--- src/design/irc_pkg.sv ---
package irc_pkg;
  // ----------------------------------------
  // timing
  // ----------------------------------------
  localparam int unsigned CLK_NS = 8;
  localparam int unsigned SLOT_NS = 625000;
  localparam int unsigned SLOT_CYC = SLOT_NS / CLK_NS;
  localparam int unsigned HALF_SLOT_CYC = SLOT_CYC / 2;
  localparam int unsigned TRAIN_US = 10000;
  localparam int unsigned TRAIN_SLOTS = (TRAIN_US * 1000) / SLOT_NS;
  localparam int unsigned SLOTS_PER_S = 1000000000 / SLOT_NS;
  localparam int unsigned MAND_S_ZERO = 20;
  localparam int unsigned MAND_S_ONE = 40;
  localparam int unsigned MAND_S_TWO = 60;
  localparam logic [16:0] MAND_SLOTS_ZERO = 17'(MAND_S_ZERO * SLOTS_PER_S);
  localparam logic [16:0] MAND_SLOTS_ONE = 17'(MAND_S_ONE * SLOTS_PER_S);
  localparam logic [16:0] MAND_SLOTS_TWO = 17'(MAND_S_TWO * SLOTS_PER_S);
  localparam logic [11:0] REP_MIN_NONE = 12'h100;
  localparam logic [11:0] REP_MIN_ONE = 12'h200;
  localparam logic [11:0] REP_MIN_TWO = 12'h300;
  localparam int unsigned PHASE_LSB = 12;
  // ----------------------------------------
  // encodings
  // ----------------------------------------
  localparam logic [1:0] SLOT_MASTER = 2'h0;
  localparam logic [1:0] SLOT_SLAVE = 2'h2;
  localparam logic [1:0] SCAN_PERIOD_MODE_ZERO = 2'h0;
  localparam logic [1:0] SCAN_PERIOD_MODE_ONE = 2'h1;
  localparam logic [1:0] SCAN_PERIOD_MODE_TWO = 2'h2;
  // ----------------------------------------
  // register map (byte addresses)
  // ----------------------------------------
  localparam logic [7:0] A_CTRL = 8'h00;
  localparam logic [7:0] A_STATUS = 8'h04;
  localparam logic [7:0] A_TRAIN_REP = 8'h08;
  localparam logic [7:0] A_REPLY_TO = 8'h0C;
  localparam logic [7:0] A_LINK_TO = 8'h10;
  localparam logic [7:0] A_KEEPALIVE = 8'h14;
  localparam logic [7:0] A_PHASE = 8'h18;
  localparam logic [7:0] A_CLKN = 8'h1C;
  localparam int unsigned B_START = 8;
  localparam int unsigned B_DETACH = 9;
  localparam int unsigned B_RESET = 10;
  localparam logic [15:0] REPLY_TO_RST = 16'h0100;
  localparam logic [15:0] LINK_TO_RST = 16'h0020;
  localparam logic [15:0] KEEPALIVE_RST = 16'h0010;
  localparam logic [1:0] HTRANS_NONSEQ = 2'h2;
  localparam logic [1:0] HTRANS_SEQ = 2'h3;

  typedef struct packed {
    logic master;
    logic inq_en;
    logic scan_en;
    logic opt_scheme;
    logic [1:0] sco_links;
    logic [1:0] sp_mode;
  } irc_cfg_t;

  localparam irc_cfg_t CFG_RST = irc_cfg_t'(8'h00);

  typedef struct packed {
    logic inquiry_rx;
    logic fhs_rx;
    logic poll_rx;
    logic pkt_rx;
    logic not_addressed;
    logic [2:0] pkt_slots;
    logic voice_slot;
  } irc_radio_t;

  typedef enum logic [2:0] {RS_IDLE, RS_SCAN, RS_BACKOFF, RS_RESP} irc_resp_t;
  typedef enum logic [1:0] {CS_IDLE, CS_POLL, CS_WAIT, CS_ACTIVE} irc_conn_t;
endpackage : irc_pkg

--- src/design/irc_ctrl.sv ---
// The AHB-Lite interface to the registers and the address map were decided locally.
`timescale 1ns/1ns
module irc_ctrl #(
  parameter int unsigned HALF_SLOT = irc_pkg::HALF_SLOT_CYC
) (
  input wire logic mclk_i,
  input wire logic rst_i,
  input wire logic hsel_i,
  input wire logic [31:0] haddr_i,
  input wire logic [1:0] htrans_i,
  input wire logic hwrite_i,
  input wire logic [2:0] hsize_i,
  input wire logic [31:0] hwdata_i,
  input wire logic hready_i,
  output logic [31:0] hrdata_o,
  output logic hreadyout_o,
  output logic hresp_o,
  input wire irc_pkg::irc_radio_t radio_i,
  input wire logic tx_req_i,
  output logic inq_tx_o,
  output logic [4:0] inq_hop_o,
  output logic fhs_tx_o,
  output logic [1:0] scan_period_mode_field_o,
  output logic [15:0] hop_phase_o,
  output logic mand_scan_only_o,
  output logic poll_tx_o,
  output logic link_tx_o,
  output logic listen_o,
  output logic fallback_o,
  output logic link_up_o
);
  // ----------------------------------------
  // bus slave
  // ----------------------------------------
  irc_pkg::irc_cfg_t cfg;
  logic [15:0] train_repeat_count;
  logic [15:0] inquiry_reply_timeout;
  logic [15:0] new_link_timeout;
  logic [15:0] keepalive;
  logic [7:0] wr_addr;
  logic wr_pend;
  logic [31:0] next_rdata;
  logic [31:0] status;
  logic [15:0] phase_off;
  logic [27:0] clkn;
  logic cmd_start;
  logic cmd_detach;
  logic soft_rst;
  logic addr_ok;

  assign addr_ok = hsel_i && hready_i && (htrans_i == irc_pkg::HTRANS_NONSEQ || htrans_i == irc_pkg::HTRANS_SEQ);
  assign hreadyout_o = 1'b1;
  assign hresp_o = 1'b0;

  always_ff @(posedge mclk_i or posedge rst_i) begin
    if (rst_i) begin
      wr_pend <= 1'b0;
      wr_addr <= 8'h00;
    end else begin
      wr_pend <= addr_ok && hwrite_i;
      wr_addr <= haddr_i[7:0];
    end
  end

  // read data registered in the address phase so it stands in the data phase
  always_comb begin
    case (haddr_i[7:0])
      irc_pkg::A_CTRL: next_rdata = {24'h000000, cfg};
      irc_pkg::A_STATUS: next_rdata = status;
      irc_pkg::A_TRAIN_REP: next_rdata = {16'h0000, train_repeat_count};
      irc_pkg::A_REPLY_TO: next_rdata = {16'h0000, inquiry_reply_timeout};
      irc_pkg::A_LINK_TO: next_rdata = {16'h0000, new_link_timeout};
      irc_pkg::A_KEEPALIVE: next_rdata = {16'h0000, keepalive};
      irc_pkg::A_PHASE: next_rdata = {phase_off, hop_phase_o};
      irc_pkg::A_CLKN: next_rdata = {4'h0, clkn};
      default: next_rdata = 32'h00000000;
    endcase
  end

  always_ff @(posedge mclk_i or posedge rst_i) begin
    if (rst_i) begin
      hrdata_o <= 32'h00000000;
    end else if (addr_ok && !hwrite_i) begin
      hrdata_o <= next_rdata;
    end
  end

  assign cmd_start = wr_pend && wr_addr == irc_pkg::A_CTRL && hwdata_i[irc_pkg::B_START];
  assign cmd_detach = wr_pend && wr_addr == irc_pkg::A_CTRL && hwdata_i[irc_pkg::B_DETACH];
  assign soft_rst = wr_pend && wr_addr == irc_pkg::A_CTRL && hwdata_i[irc_pkg::B_RESET];

  always_ff @(posedge mclk_i or posedge rst_i) begin
    if (rst_i) begin
      cfg <= irc_pkg::CFG_RST;
      train_repeat_count <= 16'h0000;
      inquiry_reply_timeout <= irc_pkg::REPLY_TO_RST;
      new_link_timeout <= irc_pkg::LINK_TO_RST;
      keepalive <= irc_pkg::KEEPALIVE_RST;
    end else if (soft_rst) begin
      cfg <= irc_pkg::CFG_RST;
      train_repeat_count <= 16'h0000;
      inquiry_reply_timeout <= irc_pkg::REPLY_TO_RST;
      new_link_timeout <= irc_pkg::LINK_TO_RST;
      keepalive <= irc_pkg::KEEPALIVE_RST;
    end else if (wr_pend) begin
      case (wr_addr)
        irc_pkg::A_CTRL: cfg <= irc_pkg::irc_cfg_t'(hwdata_i[7:0]);
        irc_pkg::A_TRAIN_REP: train_repeat_count <= hwdata_i[15:0];
        irc_pkg::A_REPLY_TO: inquiry_reply_timeout <= hwdata_i[15:0];
        irc_pkg::A_LINK_TO: new_link_timeout <= hwdata_i[15:0];
        irc_pkg::A_KEEPALIVE: keepalive <= hwdata_i[15:0];
        default: ;
      endcase
    end
  end

  // ----------------------------------------
  // native clock and slot strobes
  // ----------------------------------------
  logic [31:0] div;
  logic half_tick;
  logic slot_start;
  logic m_slot;
  logic s_slot;
  logic slot_tick;

  always_ff @(posedge mclk_i or posedge rst_i) begin
    if (rst_i) begin
      div <= 32'h00000000;
      half_tick <= 1'b0;
    end else begin
      half_tick <= (div == HALF_SLOT - 1);
      div <= (div == HALF_SLOT - 1) ? 32'h00000000 : div + 32'h00000001;
    end
  end

  // native clock keeps running through soft reset so the phase stays free
  always_ff @(posedge mclk_i or posedge rst_i) begin
    if (rst_i) begin
      clkn <= 28'h0000000;
      slot_start <= 1'b0;
    end else begin
      slot_start <= half_tick;
      if (half_tick) begin
        clkn <= clkn + 28'h0000001;
      end
    end
  end

  assign m_slot = slot_start && clkn[1:0] == irc_pkg::SLOT_MASTER;
  assign s_slot = slot_start && clkn[1:0] == irc_pkg::SLOT_SLAVE;
  assign slot_tick = m_slot || s_slot;

  function automatic logic [15:0] dec_sat(input logic [15:0] v);
    dec_sat = (v == 16'h0000) ? 16'h0000 : v - 16'h0001;
  endfunction : dec_sat

  // ----------------------------------------
  // inquirer
  // ----------------------------------------
  logic [3:0] hop_idx;
  logic [15:0] train_reps;
  logic train_b;
  logic [15:0] rep_need;
  logic [11:0] rep_min;

  always_comb begin
    case (cfg.sco_links)
      2'h0: rep_min = irc_pkg::REP_MIN_NONE;
      2'h1: rep_min = irc_pkg::REP_MIN_ONE;
      default: rep_min = irc_pkg::REP_MIN_TWO;
    endcase
    rep_need = (train_repeat_count > {4'h0, rep_min}) ? train_repeat_count : {4'h0, rep_min};
  end

  // two trains, switch after full repetitions
  always_ff @(posedge mclk_i or posedge rst_i) begin
    if (rst_i) begin
      hop_idx <= 4'h0;
      train_reps <= 16'h0000;
      train_b <= 1'b0;
    end else if (!cfg.inq_en || soft_rst) begin
      hop_idx <= 4'h0;
      train_reps <= 16'h0000;
      train_b <= 1'b0;
    end else if (slot_tick) begin
      hop_idx <= hop_idx + 4'h1;
      if (hop_idx == 4'(irc_pkg::TRAIN_SLOTS - 1)) begin
        if (train_reps == rep_need - 16'h0001) begin
          train_reps <= 16'h0000;
          train_b <= !train_b;
        end else begin
          train_reps <= train_reps + 16'h0001;
        end
      end
    end
  end

  // send in master slots, listen between, no acknowledgement of replies
  // inquiry hops on own clock, voice slots take priority
  always_ff @(posedge mclk_i or posedge rst_i) begin
    if (rst_i) begin
      inq_tx_o <= 1'b0;
      inq_hop_o <= 5'h00;
    end else begin
      inq_tx_o <= cfg.inq_en && !soft_rst && m_slot && !radio_i.voice_slot;
      inq_hop_o <= {train_b, hop_idx};
    end
  end

  // ----------------------------------------
  // responder
  // ----------------------------------------
  irc_pkg::irc_resp_t rstate;
  logic [15:0] lfsr;
  logic [9:0] backoff_random_slots;
  logic [15:0] reply_left;
  logic frozen;
  logic [15:0] frozen_phase;
  logic [16:0] mand_left;
  logic [16:0] mand_load;
  logic reply_ok;

  always_ff @(posedge mclk_i or posedge rst_i) begin
    if (rst_i) begin
      lfsr <= 16'hACE1;
    end else begin
      lfsr <= {lfsr[14:0], lfsr[15] ^ lfsr[13] ^ lfsr[12] ^ lfsr[10]};
    end
  end

  assign reply_ok = radio_i.inquiry_rx && !radio_i.voice_slot;

  always_ff @(posedge mclk_i or posedge rst_i) begin
    if (rst_i) begin
      rstate <= irc_pkg::RS_IDLE;
      backoff_random_slots <= 10'h000;
      reply_left <= 16'h0000;
    end else if (soft_rst || !cfg.scan_en) begin
      rstate <= irc_pkg::RS_IDLE;
    end else begin
      case (rstate)
        irc_pkg::RS_IDLE: begin
          rstate <= irc_pkg::RS_SCAN;
        end
        irc_pkg::RS_SCAN: begin
          if (radio_i.inquiry_rx) begin
            backoff_random_slots <= lfsr[9:0];
            rstate <= irc_pkg::RS_BACKOFF;
          end
        end
        irc_pkg::RS_BACKOFF: begin
          if (slot_tick) begin
            if (backoff_random_slots == 10'h000) begin
              reply_left <= inquiry_reply_timeout;
              rstate <= irc_pkg::RS_RESP;
            end else begin
              backoff_random_slots <= backoff_random_slots - 10'h001;
            end
          end
        end
        irc_pkg::RS_RESP: begin
          // a voice slot suppresses the reply, keep waiting
          if (reply_ok) begin
            rstate <= irc_pkg::RS_SCAN;
          end else if (slot_tick) begin
            if (reply_left == 16'h0000) begin
              rstate <= irc_pkg::RS_IDLE;
            end else begin
              reply_left <= dec_sat(reply_left);
            end
          end
        end
        default: rstate <= irc_pkg::RS_IDLE;
      endcase
    end
  end

  // freeze hop phase, offset accumulates per reply
  always_ff @(posedge mclk_i or posedge rst_i) begin
    if (rst_i) begin
      frozen <= 1'b0;
      frozen_phase <= 16'h0000;
      phase_off <= 16'h0000;
    end else if (soft_rst) begin
      frozen <= 1'b0;
      phase_off <= 16'h0000;
    end else begin
      if (rstate == irc_pkg::RS_SCAN && radio_i.inquiry_rx) begin
        frozen <= 1'b1;
        frozen_phase <= clkn[irc_pkg::PHASE_LSB +: 16];
      end
      if (rstate == irc_pkg::RS_RESP && reply_ok) begin
        phase_off <= phase_off + 16'h0001;
      end
    end
  end

  always_ff @(posedge mclk_i or posedge rst_i) begin
    if (rst_i) begin
      fhs_tx_o <= 1'b0;
      hop_phase_o <= 16'h0000;
    end else begin
      fhs_tx_o <= rstate == irc_pkg::RS_RESP && reply_ok && !soft_rst && cfg.scan_en;
      hop_phase_o <= (frozen ? frozen_phase : clkn[irc_pkg::PHASE_LSB +: 16]) + phase_off;
    end
  end

  always_comb begin
    case (cfg.sp_mode)
      irc_pkg::SCAN_PERIOD_MODE_ZERO: mand_load = irc_pkg::MAND_SLOTS_ZERO;
      irc_pkg::SCAN_PERIOD_MODE_ONE: mand_load = irc_pkg::MAND_SLOTS_ONE;
      default: mand_load = irc_pkg::MAND_SLOTS_TWO;
    endcase
  end

  always_ff @(posedge mclk_i or posedge rst_i) begin
    if (rst_i) begin
      mand_left <= 17'h00000;
    end else if (soft_rst) begin
      mand_left <= 17'h00000;
    end else if (fhs_tx_o && cfg.opt_scheme) begin
      mand_left <= mand_load;
    end else if (slot_tick && mand_left != 17'h00000) begin
      mand_left <= mand_left - 17'h00001;
    end
  end

  // mandatory only in backoff, for the sp_mode period after a reply, or without opt_scheme; mandatory alongside optional otherwise
  assign mand_scan_only_o = rstate == irc_pkg::RS_BACKOFF || mand_left != 17'h00000 || !cfg.opt_scheme;
  assign scan_period_mode_field_o = cfg.sp_mode;

  // ----------------------------------------
  // connection
  // ----------------------------------------
  irc_pkg::irc_conn_t cstate;
  logic [15:0] link_left;
  logic [15:0] keep_left;
  logic [2:0] skip;

  always_ff @(posedge mclk_i or posedge rst_i) begin
    if (rst_i) begin
      cstate <= irc_pkg::CS_IDLE;
      link_left <= 16'h0000;
      fallback_o <= 1'b0;
    end else begin
      fallback_o <= 1'b0;
      if (soft_rst || cmd_detach) begin
        cstate <= irc_pkg::CS_IDLE;
      end else begin
        case (cstate)
          irc_pkg::CS_IDLE: begin
            if (cmd_start) begin
              link_left <= new_link_timeout;
              cstate <= cfg.master ? irc_pkg::CS_POLL : irc_pkg::CS_WAIT;
            end
          end
          irc_pkg::CS_POLL: begin
            if (m_slot) begin
              cstate <= irc_pkg::CS_WAIT;
            end
          end
          irc_pkg::CS_WAIT: begin
            if (cfg.master ? radio_i.pkt_rx : radio_i.poll_rx) begin
              cstate <= irc_pkg::CS_ACTIVE;
            end else if (slot_tick) begin
              if (link_left == 16'h0000) begin
                fallback_o <= 1'b1;
                cstate <= irc_pkg::CS_IDLE;
              end else begin
                link_left <= dec_sat(link_left);
              end
            end
          end
          irc_pkg::CS_ACTIVE: ;
          default: cstate <= irc_pkg::CS_IDLE;
        endcase
      end
    end
  end

  // keepalive and start slots follow master clock
  always_ff @(posedge mclk_i or posedge rst_i) begin
    if (rst_i) begin
      keep_left <= 16'h0000;
      poll_tx_o <= 1'b0;
      link_tx_o <= 1'b0;
    end else begin
      poll_tx_o <= cstate == irc_pkg::CS_POLL && m_slot;
      link_tx_o <= 1'b0;
      if (cstate != irc_pkg::CS_ACTIVE) begin
        keep_left <= keepalive;
      end else if (cfg.master && m_slot) begin
        if (tx_req_i || keep_left == 16'h0000) begin
          link_tx_o <= 1'b1;
          keep_left <= keepalive;
        end else begin
          keep_left <= dec_sat(keep_left);
        end
      end else if (!cfg.master && s_slot && tx_req_i) begin
        link_tx_o <= 1'b1;
      end
    end
  end

  // listen in every cycle while linked as slave, skip slots of other packets
  always_ff @(posedge mclk_i or posedge rst_i) begin
    if (rst_i) begin
      skip <= 3'h0;
    end else if (cstate != irc_pkg::CS_ACTIVE) begin
      skip <= 3'h0;
    end else if (radio_i.not_addressed) begin
      skip <= radio_i.pkt_slots;
    end else if (slot_tick && skip != 3'h0) begin
      skip <= skip - 3'h1;
    end
  end

  assign listen_o = !cfg.master && cstate == irc_pkg::CS_ACTIVE && skip == 3'h0;
  assign link_up_o = cstate == irc_pkg::CS_ACTIVE;

  assign status = {16'h0000, 5'h00, train_b, mand_left != 17'h00000, frozen,
                   1'b0, rstate, 2'h0, cstate};
endmodule : irc_ctrl

--- config.mk ---
export PLATFORM = sky130hd
export DESIGN_NAME = irc_ctrl
export DESIGN_NICKNAME = d
export VERILOG_FILES = /design/src/design/irc_pkg.sv /design/src/design/irc_ctrl.sv
export SDC_FILE = /design/constraint.sdc
export NUM_CORES = 1
export LEC_CHECK = 0
export ABC_AREA = 0
export ABC_CLOCK_PERIOD_IN_PS = 13350
export BUFFER_PORTS_ARGS = -buffer_cell sky130_fd_sc_hd__buf_2
export CELL_PAD_IN_SITES_DETAIL_PLACEMENT = 0
export CELL_PAD_IN_SITES_GLOBAL_PLACEMENT = 1
export CORE_MARGIN = 4
export CORE_UTILIZATION = 47
export DETAILED_ROUTE_END_ITERATION = 10
export PLACE_DENSITY = 0.79
export SYNTH_ARGS = -nofsm -noshare
export SYNTH_HDL_FRONTEND = slang
export SYNTH_SLANG_ARGS = --single-unit
--- constraint.sdc ---
create_clock -name mclk_i -period 13.35 [get_ports mclk_i]
set_input_delay 1.335 -clock mclk_i [delete_from_list [all_inputs] [get_ports mclk_i]]
set_output_delay 1.335 -clock mclk_i [all_outputs]
set_load 0.05 [all_outputs]
After elaboration in Yosys (flattened, before gate mapping)
Index checks and enable logic that the tools add are counted.

Order comparisons: 1. Multiplexer cells: 86. Add/subtract/negate cells: 13. Bitwise operators: 6. Equal/unequal tests: 46. Reduce and logical (&&, ||, !) cells: 88.

Operators by type and width (number): 2-to-1 mux 16 bit (33); one-hot mux 32 bit (8 select lines) (1); one-hot mux 16 bit (2 select lines) (2); subtractor 16 x 1 -> 16 bit (second input constant) (4); 2-to-1 mux 17 bit (3); equality test 8 x 5 -> 1 bit (second input constant) (6); logical NOT 16 bit (3); one-hot mux 10 bit (2 select lines) (2); one-hot mux 17 bit (2 select lines) (1); adder 16 x 1 -> 16 bit (second input constant) (2); adder 32 x 1 -> 32 bit (second input constant) (1); equality test 32 x 16 -> 1 bit (second input constant) (1); equality test 8 x 4 -> 1 bit (second input constant) (4); 2-to-1 mux 32 bit (1); 2-to-1 mux 10 bit (3); 2-to-1 mux 3 bit (10); nonzero test 2 bit (15); adder 28 x 1 -> 28 bit (second input constant) (1); logical AND 1 bit (27); 2-to-1 mux 8 bit (3); inequality test 2 bit (second input constant) (12); nonzero test 17 bit (1); subtractor 17 x 1 -> 17 bit (second input constant) (1); adder 16 bit (1); other kinds (33) (102).

Input bits: 84. Register bits after elaboration: 354.

Logic depth before layout (Yosys ltp)
Depth in word-level cells: 10. Mapped depth: 16. Gate-level depth less buffers: 14.

Least setup slack after synthesis
No wires, ideal clock.

Kind: flip-flop to output port. Start: register mand_left[0]. End: output port mand_scan_only_o. Stages on the path, launching flop included: 8. Slack: 9.429 ns. Data arrival time: 2.586 ns. Buffers on the path: 0. Data required time: 12.015 ns. Cell sequence: dfrtp_1 -> inv_1 -> ha_1 -> or4b_2 -> or3_1 -> or3_1 -> nor3_1 -> nand3b_1.

Longest elaborated chain between the ends: 3.

RTL lines: from (decl) (RTL line irc_ctrl.sv:220) `logic [16:0] mand_left;`; from (signal assigned) (RTL line irc_ctrl.sv:323) `mand_left <= mand_load;`; from (signal assigned) (RTL line irc_ctrl.sv:325) `mand_left <= mand_left - 17'h00001;`; nonzero test 17 bit (RTL line irc_ctrl.sv:330) `assign mand_scan_only_o = rstate == irc_pkg::RS_BACKOFF || mand_left != 17'h00000 || !cfg.opt_scheme;`; logical OR 1 bit (2 in a row) (RTL line irc_ctrl.sv:330); to (decl) (RTL line irc_ctrl.sv:25) `output logic mand_scan_only_o,`.

Every way passes these cells.

Worst setup path in the final report
Same ends and word-level chain as after synthesis.

==> run_results.csv <==
group,metric,value,unit
clocking,clk_pin_slew_worst_paths,60,ps
worst_setup_path,cp.required,12020,ps
worst_setup_path,cp_slowest_cell,"or4b_2",
grt,grt-ovfl-total,0,
layout,final.fill_count,3319,
run,drv_cap,0,
clocking,clock-sinks,353,
yosys,ys_warn_count,0,
yosys,synth_flop_cell,"dfrtp_1",
detailed_routing,drt_iter0_drc,1204,
power_and_ir_drop,p_total,0.00297,W
yosys,synth_top_family_by_area,"simple AND/OR/NAND/NOR gates",
floorplanning,io_pins,149,
timing,setup_ws,8740,ps
worst_setup_path,r2r.worst_path.cells,9,
detailed_routing,vias,14200,
timing,hold_violations,0,
hold_path,min_path_type,"register to register",
detailed_routing,first_pass_iters,6,
timing,slew_headroom,0.176,
layout,multi_input_area,8220,um^2
power_and_ir_drop,ir_drop,0.0980,mV
worst_setup_path,cp_data_arrival_time,3270,ps
power_and_ir_drop,p_per_area,150,nW/um^2
floorplanning,fp-row-count,70,
power_and_ir_drop,power_leakage,9.06,nW
layout,areaGrowthSynthToFinish,12.9,%
placement,dp_hpwl,34400,um
clocking,cts_tree,"yes",
layout,drive_gt1_frac,0.123,
clocking,htreeDepth,2,
yosys,synth_edf_count,0,
yosys,synth_area_per_cell,9.50,um^2
floorplanning,die-area,40500,um^2
hold_path,hold_end,"lfsr[7]$_DFF_PP1_",
yosys,synthCells,1847,
timing,setup_viol,0,
clocking,clk_latency,550,ps
layout,design_area,19800,um^2
placement,dp_cells,2355,
placement,gp_congestion,0.861,
timing,tns,0,ps
timing,grt_setup_unrepaired,"no",
grt,grt_pass1_wl,77600,um
worst_setup_path,cpLargestDelayFamily,"simple AND/OR/NAND/NOR gates",
yosys,syn_nets,1973,
layout,mostFrequentLayoutCells,"dfrtp_1, nand2_1, o21ai_0, nor2_1, buf_2",
yosys,synthTopCellsByArea,"dfrtp_1, nand2_1, o21ai_0, xnor2_1, nor2_1",
clocking,post_cts_resized,0,
yosys,synthSimpleGateAreaFrac,0.192,
grt,grt_pass1_vias,13900,
yosys,syn_area,17600,um^2
clocking,cts-buffers-inserted,39,
detailed_routing,drt-total-wl,48400,um
detailed_routing,drc,0,
worst_setup_path,crit_chain,"inv_1 -> ha_1 -> or4b_2 -> or3_1 -> or3_1 -> nor3_1 -> nand3b_1 -> buf_2",
floorplanning,die_h,201,um
floorplanning,die_x,201,um
yosys,yosys.area_share.adder,0.0304,
timing,slew_viol_final,0,
yosys,muxShareOfSynthArea,0.0233,
worst_setup_path,slowest_delay,620,ps
run_status,status,"completed",
worst_setup_path,path_max_fanout,4,
clocking,post-cts-setup-buffer-count,0,
worst_setup_path,r2r_start,"wr_addr[5]$_DFF_PP0_",
layout,final_common_cell,"dfrtp_1",
worst_setup_path,crit_top_cell,"or3_1",
worst_setup_path,r2r-end,"train_reps[13]$_DFFE_PP0P_",
yosys,synth_xor_area_frac,0.0629,
yosys,synth_compound_area_frac,0.158,
layout,regArea,8850,um^2
floorplanning,initial_utilization,0.478,
clocking,clock_path_buffers,3,
clocking,cts_root_buf,"clkbuf_16",
grt,grt_antenna_before_repair,0,
layout,final_nets,2054,
detailed_routing,wl_per_cell,20.0,um
placement,portBuffers,101,
yosys,yosysSeqAreaShare,0.504,
detailed_routing,viasPerCell,5.88,
worst_setup_path,start_kind,"register",
placement,dpl_worst_slack,8720,ps
yosys,post-synth-top-area-cell,"dfrtp_1",
worst_setup_path,reg2reg_slack,9010,ps
timing,fmax,0.217,GHz
yosys,ys_ff_latch,353,
grt,grtUsageTotal,0.237,
worst_setup_path,worstSetupPathType,"register to output port",
timing,final.min_clock_period,4610,ps
timing,fin_skew,27.9,ps
timing,post-route-period-util,0.345,
grt,grt_max_degree,184,
clocking,cts_hold_buf,0,
detailed_routing,ant_nets,0,
yosys,ys_async_sr_fraction,1.00,
hold_path,hold_depth,0,
worst_setup_path,critPathBufInv,2,
yosys,ys_types,71,
hold_path,min_from,"lfsr[6]$_DFF_PP1_",
floorplanning,design.core.area,36700,um^2
placement,placed_cell_area,18500,um^2
worst_setup_path,worstSetupEndpointType,"output port",
yosys,synth_top_cell_area_share,0.488,
timing,worst_pin_slew,1240,ps
layout,final_cells,2421,
synth_stat cells (all sizes together), types with 10 or more instances:
master / n
a22oi: 46
mux2: 31
ha: 41
a221oi: 11
and2: 10
nand2b: 17
nor2: 146
nor4: 18
nand3: 76
a211oi: 14
a31oi: 14
and3: 24
buf: 11
xor2: 47
dfstp: 11
xnor2: 79
inv: 49
clkbuf: 69
or3: 22
nor3: 48
nand2: 246
o22ai: 38
dfrtp: 342
nand4: 34
a21o: 10
nor3b: 25
o21ai: 184
a21oi: 86
kinds of logic after synthesis:
kind of cell,after synthesis
mux,37
fa+ha+maj,42
xor+xnor,126
flops,353
other cells,2
buf+inv,129
simple gates,704
compound gates,454
per-stage QoR:
stage,util,hold slack [ps]
floorplan,-,333
global placement,0.504,337
detailed placement,0.504,349
CTS,0.540,365
global route,0.540,373
finish,0.540,364
worst max-delay path by stage:
stage	start	endpoint	slack, ps	depth (start not counted)
floorplan	rst_i	backoff_random_slots[0]$_DFFE_PP0P_	2240	1
global placement	hwdata_i[10]	reply_left[14]$_DFFE_PP0P_	8760	9
detailed placement	hwdata_i[10]	reply_left[12]$_DFFE_PP0P_	8720	9
CTS	mand_left[0]$_DFFE_PP0P_	mand_scan_only_o	8720	8
global route	mand_left[0]$_DFFE_PP0P_	mand_scan_only_o	8550	8
finish	mand_left[0]$_DFFE_PP0P_	mand_scan_only_o	8740	8
routing by layer:
metal  share of wire  track usage  up-vias
met1            0.44        0.328     6970
met2            0.46        0.373      413
met5               0            0        -
met4           0.038       0.0818        0
li1                -            -     6754
met3           0.068       0.0501       88
power by group:
group          switching [W]  internal [W]
logic               0.000388      0.000211
clock network       0.000436      0.000681
registers          0.0000991       0.00115
state kept, by name, summed over array words and instances, names as in the netlist, 17 cells and up:
name / count
hrdata_o: 32
clkn: 28
div: 32
mand_left: 17
area by class of cell:
class                      instances  area share
antenna                            1    0.000126
inverter                          49     0.00966
sequential                       353       0.446
timing repair buffer             120      0.0333
multi-input combinational       1365       0.415
tap                              468      0.0296
clock buffer                      51      0.0541
clock inverter                    14      0.0120
(Power assumes the default switching activity.)
